File: src/cmgr_pkg.sv
// shared constants and types for the clock manager control block
`default_nettype none
package cmgr_pkg;
   // register indices on the configuration port
   localparam logic [2:0] CMGR_IDX_PHASE = 3'h4;
   localparam logic [2:0] CMGR_IDX_MODE = 3'h5;
   localparam logic [2:0] CMGR_IDX_OSEL = 3'h6;
   localparam logic [2:0] CMGR_IDX_CTRL = 3'h7;
   // implemented bits per register, reserved bits read zero
   localparam logic [7:0] CMGR_PHASE_MASK = 8'h1F;
   localparam logic [7:0] CMGR_MODE_MASK = 8'h15;
   localparam logic [7:0] CMGR_OSEL_MASK = 8'hF0;
   localparam logic [7:0] CMGR_CTRL_MASK = 8'hC7;
   localparam logic [7:0] CMGR_REG_RESET = 8'h00;
   // field positions
   localparam int CMGR_MODE_PLL = 0;
   localparam int CMGR_MODE_2X = 4;
   localparam int CMGR_OSEL_IO_LO = 4;
   localparam int CMGR_OSEL_SYS_LO = 6;
   localparam int CMGR_CTRL_PWR = 0;
   localparam int CMGR_CTRL_ALL_RST = 1;
   localparam int CMGR_CTRL_DLL_RST = 2;
   localparam int CMGR_CTRL_CFG_RUN = 6;
   localparam int CMGR_CTRL_GSR_IMM = 7;
   localparam int CMGR_PHASE_W = 5;
   // phase in quarter degrees: 11.25 deg is 45 quarters, 360 deg is 1440
   localparam logic signed [11:0] CMGR_QDEG_STEP = 12'sh02D;
   localparam logic signed [11:0] CMGR_QDEG_WRAP = 12'sh5A0;
   localparam logic [4:0] CMGR_PHASE_SPLIT = 5'h10;
   // output source codes
   typedef enum logic [1:0] {
      CMGR_SRC_BYPASS = 2'h0,
      CMGR_SRC_DLL = 2'h1,
      CMGR_SRC_TAP = 2'h2,
      CMGR_SRC_DIV = 2'h3
   } cmgr_src_e;
   // lock tracker states, one-hot
   typedef enum logic [2:0] {
      CMGR_ST_OFF = 3'b001,
      CMGR_ST_ACQ = 3'b010,
      CMGR_ST_LOCK = 3'b100
   } cmgr_lock_e;
endpackage
`default_nettype wire

File: src/cmgr_dly_if.sv
// bundle between the control logic and the delay line
`timescale 1ns/1ns
`default_nettype none
interface cmgr_dly_if #(parameter int TAP_W = 5);
   logic sample; // filtered reference clock level
   logic line_rst; // clears the delay taps
   logic div_rst; // clears the half-rate divider
   logic dbl_en; // enables the 2x output of the delay loop
   logic [TAP_W-1:0] tap_sel; // tap chosen for phase delay
   logic tap_out; // tapped delay line output
   logic dll_out; // delay-loop output
   logic div_out; // half-rate divided tap output
   modport ctrl (output sample, line_rst, div_rst, dbl_en, tap_sel, input tap_out, dll_out, div_out);
   modport line (input sample, line_rst, div_rst, dbl_en, tap_sel, output tap_out, dll_out, div_out);
endinterface
`default_nettype wire

File: src/cmgr_delay_line.sv
// tapped delay line, delay-loop output and half-rate divider
`timescale 1ns/1ns
`default_nettype none
module cmgr_delay_line
   import cmgr_pkg::*;
#(
   parameter int TAPS = 32 // taps spanning one reference period
) (
   input wire logic mclk, // system clock
   input wire logic sys_rst, // async reset, active high
   cmgr_dly_if.line dl // delay line bundle
);
   logic [TAPS-1:0] line_reg; // delay taps, tap 0 newest
   logic [TAPS-1:0] line_next;
   logic tap_prev_reg; // last tap level, for edge detect
   logic div_reg; // half-rate divider flop
   logic div_next;
   logic dll_reg; // registered delay-loop output
   logic tap_reg; // registered tap output
   wire tap_w = line_reg[dl.tap_sel]; // selected tap
   wire tap_rise_w = tap_w & ~tap_prev_reg; // tap rising edge
   // full-period tap re-aligns with the input; quarter tap makes the 2x edge
   wire dll_w = dl.dbl_en ? (line_reg[TAPS-1] ^ line_reg[TAPS/4-1]) : line_reg[TAPS-1];

   // delay only
   assign line_next = dl.line_rst ? '0 : {line_reg[TAPS-2:0], dl.sample};
   // half-rate divider
   // divider keeps its count through a delay-loop reset
   assign div_next = dl.div_rst ? 1'b0 : (tap_rise_w ? ~div_reg : div_reg);

   // shift the sampled reference along the taps
   always_ff @(posedge mclk or posedge sys_rst) begin
      if (sys_rst) begin
         line_reg <= '0;
         tap_prev_reg <= 1'b0;
         div_reg <= 1'b0;
         dll_reg <= 1'b0;
         tap_reg <= 1'b0;
      end else begin
         line_reg <= line_next;
         tap_prev_reg <= tap_w;
         div_reg <= div_next;
         dll_reg <= dl.line_rst ? 1'b0 : dll_w;
         tap_reg <= tap_w;
      end
   end

   assign dl.tap_out = tap_reg;
   assign dl.dll_out = dll_reg;
   assign dl.div_out = div_reg;
endmodule
`default_nettype wire

File: src/cmgr_ctrl.sv
// clock manager control registers, resets, lock tracking and output selection
`timescale 1ns/1ns
`default_nettype none
// Summary of operation
// io clock source bypass, loop, tap, divided
// system clock source bypass, loop, tap
// control bit 0 switches analog supply
// control bit 1 resets whole manager
// control bit 2 resets delay loop only
// bit6 low, config pending: off, tristate, unlocked
// bit6 high lets manager run during configuration
// bit7 high makes manager immune to global reset
// phase is delay times 11.25, wraps at 16 and above
// phase adjusted only by delaying the clock
// two outputs, divider only on io path
// system clock runs divider times io rate
// configurer keeps multiplication within rate limits
// avoid divider with duty-adjusted clocks
// mode bit 0 delay-locked, 1 phase-locked
// 2x select in delay-locked mode only
module cmgr_ctrl
   import cmgr_pkg::*;
#(
   parameter int TAPS = 32, // delay taps per reference period
   parameter int LOCK_CYCLES = 64 // cycles from release to lock
) (
   input wire logic mclk, // 100 MHz system clock
   input wire logic sys_rst, // async reset, active high
   input wire logic ref_clk_pin, // reference clock pin
   input wire logic global_set_reset_n, // chip-wide reset, active low
   input wire logic cfg_done, // configuration done pin
   input wire logic cfg_wr_en, // register write strobe
   input wire logic cfg_rd_en, // register read strobe
   input wire logic [2:0] cfg_addr, // register index
   input wire logic [7:0] cfg_wdata, // write data
   output logic [7:0] cfg_rdata, // read data bus
   output logic cfg_rdata_oe_n, // read bus enable, low drives
   output logic io_clk_out, // fast io clock output
   output logic sys_clk_out, // system clock output
   output logic analog_pwr_on, // analog supply switch
   output logic lock, // lock flag
   output logic signed [11:0] phase_qdeg // phase in quarter degrees
);
   localparam int LCW = $clog2(LOCK_CYCLES + 1); // lock counter width
   localparam logic [LCW-1:0] LOCK_LAST = LCW'(LOCK_CYCLES - 1);
   // pins at rest: global reset released, so no false chip reset follows sys_rst
   localparam logic [2:0] SYNC_IDLE = 3'h2;

   // three-stage pin synchronisers: ref, global reset, config done
   logic [2:0] sync1_reg; // first stage, read only by second
   logic [2:0] sync2_reg; // second stage
   logic [2:0] sync3_reg; // third stage
   logic [2:0] filt_reg; // accepted levels
   logic [2:0] filt_next;

   // configuration registers
   logic [7:0] phase_reg; // own phase tap register
   logic [7:0] mode_reg; // mode register
   logic [7:0] osel_reg; // output source register
   logic [7:0] ctrl_reg; // control register
   logic [7:0] rdata_reg; // read data flop
   logic [7:0] rdata_next;
   logic rd_oe_reg; // read data enable flop

   // lock tracker
   cmgr_lock_e lock_st_reg; // lock state
   cmgr_lock_e lock_st_next;
   logic [LCW-1:0] lock_cnt_reg; // acquisition counter
   logic [LCW-1:0] lock_cnt_next;

   // output flops
   logic io_clk_reg; // io clock flop
   logic sys_clk_reg; // system clock flop
   logic signed [11:0] phase_q_reg; // phase readout flop
   logic signed [11:0] phase_q_next;

   cmgr_dly_if #(.TAP_W(CMGR_PHASE_W)) dly (); // delay line bundle

   // pick the clock for a source code; reserved code falls back to bypass
   function automatic logic cmgr_pick(input logic [1:0] src, input logic allow_div,
                                      input logic byp, input logic dll, input logic tap, input logic div);
      logic r;
      r = byp;
      case (src)
         CMGR_SRC_BYPASS: r = byp;
         CMGR_SRC_DLL: r = dll;
         CMGR_SRC_TAP: r = tap;
         CMGR_SRC_DIV: r = allow_div ? div : byp;
         default: r = byp;
      endcase
      return r;
   endfunction

   // accept a level only once stages two and three agree
   assign filt_next = (sync2_reg & sync3_reg) | (filt_reg & (sync2_reg | sync3_reg));

   // synchroniser chain
   always_ff @(posedge mclk or posedge sys_rst) begin
      if (sys_rst) begin
         sync1_reg <= SYNC_IDLE;
         sync2_reg <= SYNC_IDLE;
         sync3_reg <= SYNC_IDLE;
         filt_reg <= SYNC_IDLE;
      end else begin
         sync1_reg <= {cfg_done, global_set_reset_n, ref_clk_pin};
         sync2_reg <= sync1_reg;
         sync3_reg <= sync2_reg;
         filt_reg <= filt_next;
      end
   end

   // named views of the accepted pin levels
   wire ref_w = filt_reg[0]; // reference clock
   wire gsr_n_w = filt_reg[1]; // global reset, low active
   wire done_w = filt_reg[2]; // configuration done

   // configuration register fields
   // mode select bit
   wire pll_mode_w = mode_reg[CMGR_MODE_PLL]; // 1 phase-locked
   wire sel_2x_w = mode_reg[CMGR_MODE_2X]; // 2x request
   wire [1:0] io_src_w = osel_reg[CMGR_OSEL_IO_LO +: 2]; // io clock source
   wire [1:0] sys_src_w = osel_reg[CMGR_OSEL_SYS_LO +: 2]; // system clock source
   wire cfg_run_w = ctrl_reg[CMGR_CTRL_CFG_RUN]; // run during configuration
   wire gsr_imm_w = ctrl_reg[CMGR_CTRL_GSR_IMM]; // ignore global reset
   wire [CMGR_PHASE_W-1:0] tap_w = phase_reg[CMGR_PHASE_W-1:0]; // delay setting

   // configuration gate
   wire cfg_ok_w = cfg_run_w | done_w;
   // supply switch
   wire pwr_w = ctrl_reg[CMGR_CTRL_PWR] & cfg_ok_w;
   // global reset reach
   wire gsr_hit_w = ~gsr_n_w & ~gsr_imm_w;
   // whole manager reset
   wire mgr_rst_w = ctrl_reg[CMGR_CTRL_ALL_RST] | gsr_hit_w;
   // delay loop only reset, also held while unpowered
   wire dll_rst_w = mgr_rst_w | ctrl_reg[CMGR_CTRL_DLL_RST] | ~pwr_w;

   // register write decode
   wire wr_phase_w = cfg_wr_en & (cfg_addr == CMGR_IDX_PHASE);
   wire wr_mode_w = cfg_wr_en & (cfg_addr == CMGR_IDX_MODE);
   wire wr_osel_w = cfg_wr_en & (cfg_addr == CMGR_IDX_OSEL);
   wire wr_ctrl_w = cfg_wr_en & (cfg_addr == CMGR_IDX_CTRL);

   // configuration registers keep their values through manager resets
   always_ff @(posedge mclk or posedge sys_rst) begin
      if (sys_rst) begin
         phase_reg <= CMGR_REG_RESET;
         mode_reg <= CMGR_REG_RESET;
         osel_reg <= CMGR_REG_RESET;
         ctrl_reg <= CMGR_REG_RESET;
      end else begin
         if (wr_phase_w) phase_reg <= cfg_wdata & CMGR_PHASE_MASK;
         if (wr_mode_w) mode_reg <= cfg_wdata & CMGR_MODE_MASK;
         if (wr_osel_w) osel_reg <= cfg_wdata & CMGR_OSEL_MASK;
         if (wr_ctrl_w) ctrl_reg <= cfg_wdata & CMGR_CTRL_MASK;
      end
   end

   // read mux; unmapped indices read zero
   always_comb begin
      rdata_next = 8'h00;
      case (cfg_addr)
         CMGR_IDX_PHASE: rdata_next = phase_reg;
         CMGR_IDX_MODE: rdata_next = mode_reg;
         CMGR_IDX_OSEL: rdata_next = osel_reg;
         CMGR_IDX_CTRL: rdata_next = ctrl_reg;
         default: rdata_next = 8'h00;
      endcase
   end

   // read data flop; bus floats while configuration holds the manager off
   always_ff @(posedge mclk or posedge sys_rst) begin
      if (sys_rst) begin
         rdata_reg <= 8'h00;
         rd_oe_reg <= 1'b0;
      end else begin
         rdata_reg <= cfg_rd_en ? rdata_next : rdata_reg;
         rd_oe_reg <= cfg_rd_en;
      end
   end

   // tri-state bus
   assign cfg_rdata_oe_n = ~(rd_oe_reg & cfg_ok_w);
   assign cfg_rdata = rdata_reg;

   // feed the delay line
   assign dly.sample = ref_w;
   assign dly.line_rst = dll_rst_w;
   // dividers survive loop reset
   assign dly.div_rst = mgr_rst_w;
   // R16 2x in delay-locked only
   assign dly.dbl_en = sel_2x_w & ~pll_mode_w;
   assign dly.tap_sel = tap_w;

   cmgr_delay_line #(.TAPS(TAPS)) u_line (
      .mclk(mclk),
      .sys_rst(sys_rst),
      .dl(dly.line)
   );

   // lock tracker: count clean cycles after the loop is released
   always_comb begin
      lock_st_next = lock_st_reg;
      lock_cnt_next = lock_cnt_reg;
      case (lock_st_reg)
         CMGR_ST_OFF: begin
            lock_cnt_next = '0;
            if (!dll_rst_w) lock_st_next = CMGR_ST_ACQ;
         end
         CMGR_ST_ACQ: begin
            lock_cnt_next = lock_cnt_reg + LCW'(1);
            if (lock_cnt_reg == LOCK_LAST) lock_st_next = CMGR_ST_LOCK;
         end
         CMGR_ST_LOCK: lock_cnt_next = lock_cnt_reg;
         default: lock_st_next = CMGR_ST_OFF;
      endcase
      // any loop reset or power loss drops lock at once
      if (dll_rst_w) begin
         lock_st_next = CMGR_ST_OFF;
         lock_cnt_next = '0;
      end
   end

   // lock state flops
   always_ff @(posedge mclk or posedge sys_rst) begin
      if (sys_rst) begin
         lock_st_reg <= CMGR_ST_OFF;
         lock_cnt_reg <= '0;
      end else begin
         lock_st_reg <= lock_st_next;
         lock_cnt_reg <= lock_cnt_next;
      end
   end

   // phase readout, setting 16 taken with the wrapped half
   assign phase_q_next = (tap_w < CMGR_PHASE_SPLIT) ?
      12'(CMGR_QDEG_STEP * $signed({7'h00, tap_w})) :
      12'(CMGR_QDEG_STEP * $signed({7'h00, tap_w}) - CMGR_QDEG_WRAP);

   // io source, R11 divider only here
   wire io_pick_w = cmgr_pick(io_src_w, 1'b1, ref_w, dly.dll_out, dly.tap_out, dly.div_out);
   // system source, reserved code bypasses
   wire sys_pick_w = cmgr_pick(sys_src_w, 1'b0, ref_w, dly.dll_out, dly.tap_out, dly.div_out);

   // output flops; a manager reset parks both clocks low
   always_ff @(posedge mclk or posedge sys_rst) begin
      if (sys_rst) begin
         io_clk_reg <= 1'b0;
         sys_clk_reg <= 1'b0;
         phase_q_reg <= 12'sh000;
      end else begin
         io_clk_reg <= mgr_rst_w ? 1'b0 : io_pick_w;
         sys_clk_reg <= mgr_rst_w ? 1'b0 : sys_pick_w;
         phase_q_reg <= phase_q_next;
      end
   end

   assign io_clk_out = io_clk_reg;
   assign sys_clk_out = sys_clk_reg;
   assign analog_pwr_on = pwr_w;
   // lock forced low
   assign lock = (lock_st_reg == CMGR_ST_LOCK) & cfg_ok_w;
   assign phase_qdeg = phase_q_reg;
endmodule
`default_nettype wire

File: config.mk
export PLATFORM = sky130hd
export DESIGN_NAME = cmgr_ctrl
export DESIGN_NICKNAME = d
export VERILOG_FILES = /design/src/cmgr_pkg.sv /design/src/cmgr_dly_if.sv /design/src/cmgr_delay_line.sv /design/src/cmgr_ctrl.sv
export SDC_FILE = /design/constraint.sdc
export NUM_CORES = 1
export LEC_CHECK = 0
export BUFFER_PORTS_ARGS = -buffer_cell sky130_fd_sc_hd__buf_4
export CORE_MARGIN = 1
export CORE_UTILIZATION = 59
export CTS_CLUSTER_SIZE = 40
export DETAILED_ROUTE_END_ITERATION = 10
export PLACE_DENSITY = 0.79
export RECOVER_POWER = 100
export SLEW_MARGIN = 10
export SYNTH_ARGS = -nofsm -noshare
export SYNTH_HDL_FRONTEND = slang
export SYNTH_SLANG_ARGS = --single-unit
File: constraint.sdc
create_clock -name mclk -period 4 [get_ports mclk]
set_clock_uncertainty 0.1 [all_clocks]
set_input_delay 0.4 -clock mclk [delete_from_list [all_inputs] [get_ports mclk]]
set_output_delay 0.4 -clock mclk [all_outputs]
set_load 0.01 [all_outputs]
== After elaboration in Yosys (flattened, before gate mapping) ==
Cells that the tools add are included.

* Output and inout port bits: 25
* Logic and storage cells: 90
* Bits of input ports: 18
* Register bits after elaboration: 97

* Bitwise gates (word level): 26
* $add $sub $neg: 2
* Equal/unequal tests: 16
* Muxes and demuxes: 18
* $mul: 1
* $lt $le $gt $ge: 2
* Reductions and logical operators: 6

{| class="wikitable"
|+ Operators by type and width
! operator !! count
|-
| two-way mux 32 bit || 1
|-
| one-hot mux 8 bit (4 select lines) || 1
|-
| equality test 3 bit, second input constant || 5
|-
| one-hot mux 7 bit (2 select lines) || 1
|-
| two-way mux 12 bit || 1
|-
| subtractor 11 x 11 -> 12 bit, second input constant || 1
|-
| multiplier 6 x 5 -> 11 bit, first input constant || 1
|-
| AND 1 bit || 10
|-
| one-hot mux 3 bit (3 select lines) || 1
|-
| equality test 2 bit, second input constant || 4
|-
| adder 7 x 1 -> 7 bit, second input constant || 1
|-
| equality test 7 x 6 -> 1 bit, second input constant || 1
|-
| two-way mux 1 bit || 7
|-
| two-way mux 7 bit || 1
|-
| NOT 1 bit || 7
|-
| AND 3 bit || 2
|-
| less-than comparator 5 x 6 -> 1 bit, second input constant || 1
|-
| two-way mux 3 bit || 2
|-
| OR 3 bit || 2
|-
| binary-select mux 1 bit (select 5 bit) || 1
|-
| less-than comparator 5 bit, second input constant || 1
|-
| equality test 2 x 1 -> 1 bit, second input constant || 2
|-
| zero test 2 bit || 2
|-
| OR 1 bit || 4
|-
| other kinds (11) || 11
|}

== Logic depth before layout (Yosys ltp) ==
Gate-level depths: netlist of the first run.

* Depth in word-level cells: 7
* Mapped depth: 11
* Depth with buffers taken out: 11

== Hierarchy ==
From an unflattened synthesis of the first run, not the netlist that was laid out.

* Cell total of the unflattened synthesis: 370
* Area total of the unflattened synthesis: 4510.6 sq um

{| class="wikitable"
|+ By module, submodules not included
! module !! times used !! seq. area each (sq um) !! cells an instance !! area an instance (sq um)
|-
| cmgr_ctrl || 1 || 1557.7 || 251 || 3056.7
|-
| cmgr_delay_line || 1 || 875.8 || 119 || 1453.9
|}

== Least setup slack after synthesis of the first run ==
Ideal clock, no wire load.

* Path kind: register to register
* Start: register phase_reg[2]
* End: register phase_q_reg[11] (netlist: phase_qdeg[11])
* Cell stages (with the launch flop): 12
* Buffers on the path: 0
* Library setup time: 124 ps
* Arrival time: 2881 ps
* Setup slack: 895 ps
* Required time: 3776 ps
* Cell sequence: dfrtp_1 -> ha_1 -> ha_1 -> fa_1 -> ha_1 -> o21ai_1 -> nor2_1 -> or2_1 -> ha_1 -> inv_1 -> a31oi_1 -> o31a_1

* Longest elaborated chain between the ends: 3
* Elaborated cells between the ends (all ways): 4
* Classes of those cells: add/sub (1); mul (1); order compare (1); mux (1)

{| class="wikitable"
|+ Ends and longest elaborated chain
! what !! line !! source
|-
| start, declared || cmgr_ctrl.sv:57 || <nowiki>logic [7:0] phase_reg;</nowiki>
|-
| start signal, assigned || cmgr_ctrl.sv:152 || <nowiki>if (wr_phase_w) phase_reg <= cfg_wdata & CMGR_PHASE_MASK;</nowiki>
|-
| multiplier 6 x 5 -> 11 bit || cmgr_ctrl.sv:238 || <nowiki>12'(CMGR_QDEG_STEP * $signed({7'h00, tap_w}) - CMGR_QDEG_WRAP);</nowiki>
|-
| subtractor 11 x 11 -> 12 bit || cmgr_ctrl.sv:238 ||
|-
| two-way mux 12 bit * || cmgr_ctrl.sv:236 || <nowiki>assign phase_q_next = (tap_w < CMGR_PHASE_SPLIT) ?</nowiki>
|-
| net phase_q_next[11] || cmgr_ctrl.sv:75 || <nowiki>logic signed [11:0] phase_q_next;</nowiki>
|-
| end signal, assigned || cmgr_ctrl.sv:254 || <nowiki>phase_q_reg <= phase_q_next;</nowiki>
|-
| end, declared || cmgr_ctrl.sv:74 || <nowiki>logic signed [11:0] phase_q_reg;</nowiki>
|}

The timed path passes the listed nets; every way through them passes the cells marked *.
A chain may end at the register's enable or synchronous reset.

== Worst setup path after layout of the first run ==
* Start: register phase_reg[4]
* End: register phase_q_reg[10] (netlist: phase_qdeg[10])

* Longest elaborated chain between the ends: 3
* Elaborated cells between the ends (all ways): 4
* Classes of those cells: add/sub (1); mul (1); order compare (1); mux (1)

{| class="wikitable"
|+ Ends and longest elaborated chain
! what !! line
|-
| multiplier 6 x 5 -> 11 bit || cmgr_ctrl.sv:237, cmgr_ctrl.sv:238
|-
| subtractor 11 x 11 -> 12 bit || cmgr_ctrl.sv:238
|-
| two-way mux 12 bit * || cmgr_ctrl.sv:236
|-
| net phase_q_next[10] || cmgr_ctrl.sv:75
|}

Marked as above.

==> results.py, run 1 <==
metrics = {
    "synthesis": {
        "synth_top_family_by_area": "simple AND/OR/NAND/NOR gates",
        "async_flop_share": 1.00,
        "syn-cell-area_sq_mm": 0.00466,
        "synth_adder_area_share": 0.0892,
        "synth_area_per_cell_sq_um": 12.0,
        "synth_edf_count": 0,
        "synth_compound_area_frac": 0.109,
        "synthXorXnorAreaFrac": 0.0161,
        "muxShareOfSynthArea": 0.111,
        "syn_inst": 388,
        "yosys.area_share.simple": 0.120,
        "synth.distinct_cells": 58,
        "ys_ff_latch": 97,
        "ys_seq_area_frac": 0.523,
        "yosys_warnings": 0,
        "syn_nets": 435,
        "synth_ff_type": "dfrtp_1",
    },
    "placement": {
        "dp_cells": 520,
        "portBuffers": 42,
        "post-dp-hpwl_mm": 6.22,
        "gp_congestion": 0.880,
        "placed_area_sq_mm": 0.00507,
        "place_ws_ps": 551,
    },
    "routing": {
        "vias": 3076,
        "dr.pass1.iters": 4,
        "drc_errors": 0,
        "wl_mm": 8.77,
        "drtIter0Drc": 146,
        "viasPerCell": 5.74,
        "ant_nets": 0,
        "wl_per_cell_um": 16.4,
    },
    "timing": {
        "worstMarginPinSlew_ps": 2480,
        "max_freq_mhz": 276,
        "period_needed_ps": 3620,
        "fin_ws_ps": 381,
        "setup_viol": 0,
        "setup_tns_ps": 0,
        "fin_crit_sh": 0.905,
        "holdWs_ps": 38.8,
        "slew_violations": 70,
        "rsz0062_at_grt": "no",
        "slew-limit-headroom": -0.654,
        "final_hold_viol_count": 0,
    },
    "clocking": {
        "clkTransAtPathRegs_ps": 100,
        "post_cts_buffers": 0,
        "clock_latency_ps": 360,
        "cts_buffers": 9,
        "clockBufferDepth": 2,
        "clockRootBuffer": "clkbuf_8",
        "clock-sinks": 97,
        "cts_hold_buf": 0,
        "cts_tree": "yes",
        "ctsResizeCount": 0,
        "h-tree-depth": 3,
    },
    "worst_setup_path": {
        "cp_max_fo": 12,
        "critPathKind": "reg -> reg",
        "end_kind": "register",
        "required_ps": 4140,
        "r2r_slack_ps": 380,
        "startpoint_type": "register",
        "arrival_ps": 3760,
    },
    "power_and_ir_drop": {
        "power_mw": 2.94,
        "power_leakage_nw": 2.34,
        "ir_drop_uv": 294,
        "power_density_mw_per_mm2": 573,
    },
    "final_layout": {
        "final_cells": 536,
        "largest_register_ffs": 32,
        "drive_above_1_share": 0.111,
        "diodes": 0,
        "post-route-util": 0.667,
        "fin_nets": 476,
        "final_cell_area_sq_mm": 0.00513,
        "syn_to_final_growth_pct": 10.2,
    },
    "floorplan": {
        "die_h_um": 90.8,
        "die_x_um": 90.8,
        "io_pins": 43,
        "core.rowCount": 32,
        "die-area_sq_mm": 0.00825,
        "coreArea_sq_mm": 0.00769,
        "start_util": 0.606,
    },
    "global_routing": {
        "grt_pass1_vias": 3087,
        "overflow": 0,
        "antenna_found_initial": 0,
        "grt_max_degree": 70,
        "grt_pass1_wl_mm": 14.9,
        "grt_usage": 0.232,
    },
    "run_status": {
        "outcome": "finished with violations",
        "violations": "max-capacitance violations, max-slew violations",
    },
    "min_path": {
        "hp-class": "in -> reg",
    },
    "run": {
        "cap_violations": 1,
    },
}
## kinds of logic after synthesis
logic type	Yosys count
flops	97
xor+xnor	7
compound gates	76
mux	37
simple gates	102
buf+inv	37
fa+ha+maj	32
## cell usage in the layout, fill, tap and decap left out, types with 4 or more instances in the layout
cell type	Yosys	routed
nand2b_1	4	4
a211oi_1	6	7
a21o_1	4	4
mux2_1	19	19
o22ai_1	6	6
nand2_1	15	15
o21a_1	4	4
nand4_1	4	4
o21ai_1	12	10
nor2b_1	6	6
buf_4	0	13
mux2i_1	7	7
a21oi_1	12	12
clkbuf_4	0	4
clkbuf_8	0	9
o21ai_0	9	11
and2_1	33	12
xnor2_1	5	5
inv_1	20	20
dfrtp_1	92	92
nor3_1	10	9
nor2_1	15	15
ha_1	26	26
clkbuf_1	12	28
and2_0	0	21
mux4_2	5	5
## layout make-up
type                       count  area, sq um
clock buffer                   9          124
sequential                    97         2430
tap                          102          128
inverter                      21         78.8
timing repair buffer          46          238
clock inverter                 7         63.8
fill                         611         2560
multi-input combinational    254         2070
## synthesized netlist by cell type, drive strengths merged, types with 4 or more instances
master | instances | share of area
dfrtp | 92 | 0.49
and2 | 33 | 0.044
ha | 26 | 0.070
mux2 | 22 | 0.055
inv | 21 | 0.017
o21ai | 21 | 0.023
nand2 | 15 | 0.012
nor2 | 15 | 0.012
a21oi | 12 | 0.013
clkbuf | 12 | 0.0097
nor3 | 10 | 0.011
mux4 | 8 | 0.041
a211oi | 7 | 0.012
mux2i | 7 | 0.015
nor2b | 6 | 0.0081
o22ai | 6 | 0.0081
dfstp | 5 | 0.028
xnor2 | 5 | 0.0094
a21o | 4 | 0.0064
buf | 4 | 0.0056
nand2b | 4 | 0.0054
nand3 | 4 | 0.0054
nand4 | 4 | 0.0054
o21a | 4 | 0.0064
## layer usage
layer  up-vias  wire (um)  GRT usage  part of all wire
met3        15        219     0.0320             0.025
met4         0        125     0.0899             0.014
met1      1544       4110      0.317              0.47
met5         -          0          0                 0
met2        47       4310      0.378              0.49
li1       1470          -          -                 -
## report_power, final
| part | switching (mW) | leakage (nW) | internal [mW] |
|---|---|---|---|
| registers | 0.0991 | 1.25 | 1.11 |
| logic | 0.646 | 0.993 | 0.481 |
| clock network | 0.364 | 0.0934 | 0.238 |
| total | 1.11 | 2.34 | 1.83 |
## worst max-delay path: stages (launching register included)
cell,delay [ps]
dfrtp_1,630
ha_1,340
ha_1,290
ha_1,340
ha_1,330
a211oi_1,360
o21ai_1,180
a211oi_1,500
a32oi_1,210
xnor3_1,220
## worst paths after layout
check,start,end,depth (start not counted)
setup / recovery,phase_reg[4]$_DFFE_PP0P_,phase_qdeg[10]$_DFF_PP0_,9
hold / removal,global_set_reset_n,sync1_reg[1]$_DFF_PP1_,1
setup reg to reg,phase_reg[4]$_DFFE_PP0P_,phase_qdeg[10]$_DFF_PP0_,9
hold reg to reg,sync1_reg[0]$_DFF_PP0_,sync2_reg[0]$_DFF_PP0_,0
max in group asynchronous,sys_rst,lock_st_reg[1]$_DFFE_PP0P_,3
min in group asynchronous,sys_rst,lock_cnt_reg[2]$_DFFE_PP0P_,2
Power figures use the tool's default switching activity.
==> run 2, diff against run 1 <==
--- a/config.mk
+++ b/config.mk
@@ -7,10 +7,10 @@
 export LEC_CHECK = 0
 export BUFFER_PORTS_ARGS = -buffer_cell sky130_fd_sc_hd__buf_4
 export CORE_MARGIN = 1
-export CORE_UTILIZATION = 59
+export CORE_UTILIZATION = 60
 export CTS_CLUSTER_SIZE = 40
 export DETAILED_ROUTE_END_ITERATION = 10
-export PLACE_DENSITY = 0.79
+export PLACE_DENSITY = 0.8
 export RECOVER_POWER = 100
 export SLEW_MARGIN = 10
 export SYNTH_ARGS = -nofsm -noshare
==> constraint.sdc (replaced) <==
create_clock -name mclk -period 4.7 [get_ports mclk]
set_clock_uncertainty 0.1 [all_clocks]
set_input_delay 0.47 -clock mclk [delete_from_list [all_inputs] [get_ports mclk]]
set_output_delay 0.47 -clock mclk [all_outputs]
set_load 0.01 [all_outputs]
==> run 2 against run 1 <==
The flow still finishes with violations (max-capacitance violations, max-slew violations). Sequential power fell by 13%. Worst setup slack improved by 680 ps. Global-route usage rose by 0.28 points. Fmax fell by 0.53%. Clock power fell by 7.3%. Via count rose by 0.98%. Total power fell by 13%. Worst hold slack improved by 68 ps. Final cell count fell by 0.93%. Flip-flop and latch count did not move. First-iteration DRC count rose by 23%. Largest power group unchanged.
==> results.py, run 2 (synthesized netlist as in run 1, its figures left out) <==
metrics = {
    "power_and_ir_drop": {
        "combPwrFrac": 0.372,
        "clock_power_share": 0.218,
        "power_density_mw_per_mm2": 497,
        "ir_drop_uv": 217,
        "power_leakage_nw": 2.34,
        "power_frac_seq": 0.410,
        "p_sw_frac": 0.369,
        "p_sw_mw": 0.941,
        "power_mw": 2.55,
        "p_int_mw": 1.61,
    },
    "global_routing": {
        "grt_max_degree": 54,
        "grt_pass1_vias": 3149,
        "antenna_found_initial": 0,
        "grt_usage": 0.235,
        "grt_pass1_wl_mm": 15.1,
        "overflow": 0,
    },
    "clocking": {
        "clkTransAtPathRegs_ps": 100,
        "h-tree-depth": 3,
        "cts_tree": "yes",
        "post_cts_buffers": 0,
        "clockRootBuffer": "clkbuf_8",
        "clock_latency_ps": 360,
        "cts_hold_buf": 0,
        "cts_buffers": 9,
        "ctsResizeCount": 0,
        "clock-sinks": 97,
        "clockBufferDepth": 2,
    },
    "worst_setup_path": {
        "end_kind": "register",
        "required_ps": 4840,
        "arrival_ps": 3780,
        "reg2reg_to": "phase_qdeg[11]$_DFF_PP0_",
        "r2r_start": "phase_reg[2]$_DFFE_PP0P_",
        "cp_max_fo": 14,
        "startpoint_type": "register",
        "critPathKind": "reg -> reg",
        "r2r_slack_ps": 1060,
        "r2r_cells": 11,
    },
    "timing": {
        "fin_crit_sh": 0.774,
        "slew_violations": 54,
        "setup_tns_ps": 0,
        "final_hold_viol_count": 0,
        "slew-limit-headroom": -0.502,
        "max_freq_mhz": 275,
        "worstMarginPinSlew_ps": 2240,
        "period_needed_ps": 3640,
        "setup_viol": 0,
        "rsz0062_at_grt": "no",
        "fin_ws_ps": 1060,
    },
    "final_layout": {
        "largest_register_ffs": 32,
        "diodes": 0,
        "layout_common_cells": "dfrtp_1 (92), clkbuf_1 (27), ha_1 (26)",
        "post-route-util": 0.698,
        "drive_above_1_share": 0.113,
        "fin_nets": 474,
        "final_common_cell": "dfrtp_1",
        "syn_to_final_growth_pct": 10.4,
    },
    "placement": {
        "post-dp-hpwl_mm": 6.27,
        "gp_congestion": 0.868,
        "place_ws_ps": 1060,
        "portBuffers": 42,
    },
    "routing": {
        "drc_errors": 0,
        "drtIter0Drc": 179,
        "wl_per_cell_um": 16.5,
        "dr.pass1.iters": 6,
        "ant_nets": 0,
        "viasPerCell": 5.85,
        "vias": 3106,
        "wl_mm": 8.76,
    },
    "min_path": {
        "min_path_cells": 1,
        "hold_end": "sync1_reg[1]$_DFF_PP1_",
        "hold_start": "global_set_reset_n",
        "hp-class": "in -> reg",
    },
    "floorplan": {
        "coreArea_sq_mm": 0.00737,
        "io_pins": 43,
        "die-area_sq_mm": 0.00812,
        "core.rowCount": 31,
        "die_x_um": 90.1,
        "die_h_um": 90.1,
        "start_util": 0.632,
    },
    "run_status": {
        "violations": "max-capacitance violations, max-slew violations",
        "outcome": "finished with violations",
    },
    "run": {
        "cap_violations": 1,
    },
}
[run 2: changes by cell type in the layout (fill, tap and decap cells not counted), sizes merged]
cell	delta
buf	-1
bufinv	+1
clkbuf	-1
clkinv	-1
clkinvlp	+1
inv	-1
[run 2: area by class of cell]
class,instances,area [sq um]
Timing Repair Buffer,44,226
Multi-Input combinational cell,254,2070
Sequential cell,97,2430
Fill cell,579,2230
Tap cell,99,124
Clock inverter,7,83.8
Inverter,21,80.1
Clock buffer,9,124
[run 2: per-stage QoR]
step | hold WS (ps) | instances | instance area (sq um)
floorplan | 231 | 388 | 4660
global placement | 237 | 515 | 5050
detailed placement | 239 | 515 | 5050
CTS | 91.9 | 531 | 5260
global route | 84.9 | 531 | 5140
finish | 106 | 531 | 5140
[run 2: how the worst max path moves through the flow]
stage,startpoint,end,slack [ps],depth (start not counted)
5_1_grt,phase_reg[2]$_DFFE_PP0P_,phase_qdeg[11]$_DFF_PP0_,810,11
4_1_cts,phase_reg[2]$_DFFE_PP0P_,phase_qdeg[11]$_DFF_PP0_,1060,11
2_1_floorplan,phase_reg[2]$_DFFE_PP0P_,phase_qdeg[11]$_DFF_PP0_,1590,11
3_3_place_gp,phase_reg[2]$_DFFE_PP0P_,phase_qdeg[11]$_DFF_PP0_,1170,11
6_report,phase_reg[2]$_DFFE_PP0P_,phase_qdeg[11]$_DFF_PP0_,1060,11
3_5_place_dp,phase_reg[2]$_DFFE_PP0P_,phase_qdeg[11]$_DFF_PP0_,1060,11
[run 2: critical path, stage by stage (launching register included)]
cell and delay, ps:
dfrtp_1 730, ha_1 340, ha_1 300, fa_1 470
ha_1 270, a211oi_1 330, nor2_1 110, or2_0 260
ha_1 200, inv_1 90, a31oi_1 80, o31a_1 250
[run 2: power by group through the flow]
| stage | Clock, mW | Combinational [mW] | Sequential [mW] |
|---|---|---|---|
| 2_1_floorplan | 0 | 0.735 | 1.04 |
| 3_3_place_gp | 0 | 0.953 | 1.06 |
| 3_5_place_dp | 0 | 0.998 | 1.06 |
| 4_1_cts | 0.571 | 1.00 | 1.05 |
| 5_1_grt | 0.604 | 1.08 | 1.06 |
| 6_report | 0.558 | 0.950 | 1.05 |
[run 2: routing by layer]
layer / vias to the layer above / part of all wire / GRT usage
li1: 1463 / - / -
met1: 1576 / 0.46 / 0.318
met2: 60 / 0.50 / 0.387
met3: 7 / 0.031 / 0.0431
met4: 0 / 0.0075 / 0.0712
met5: - / 0 / 0
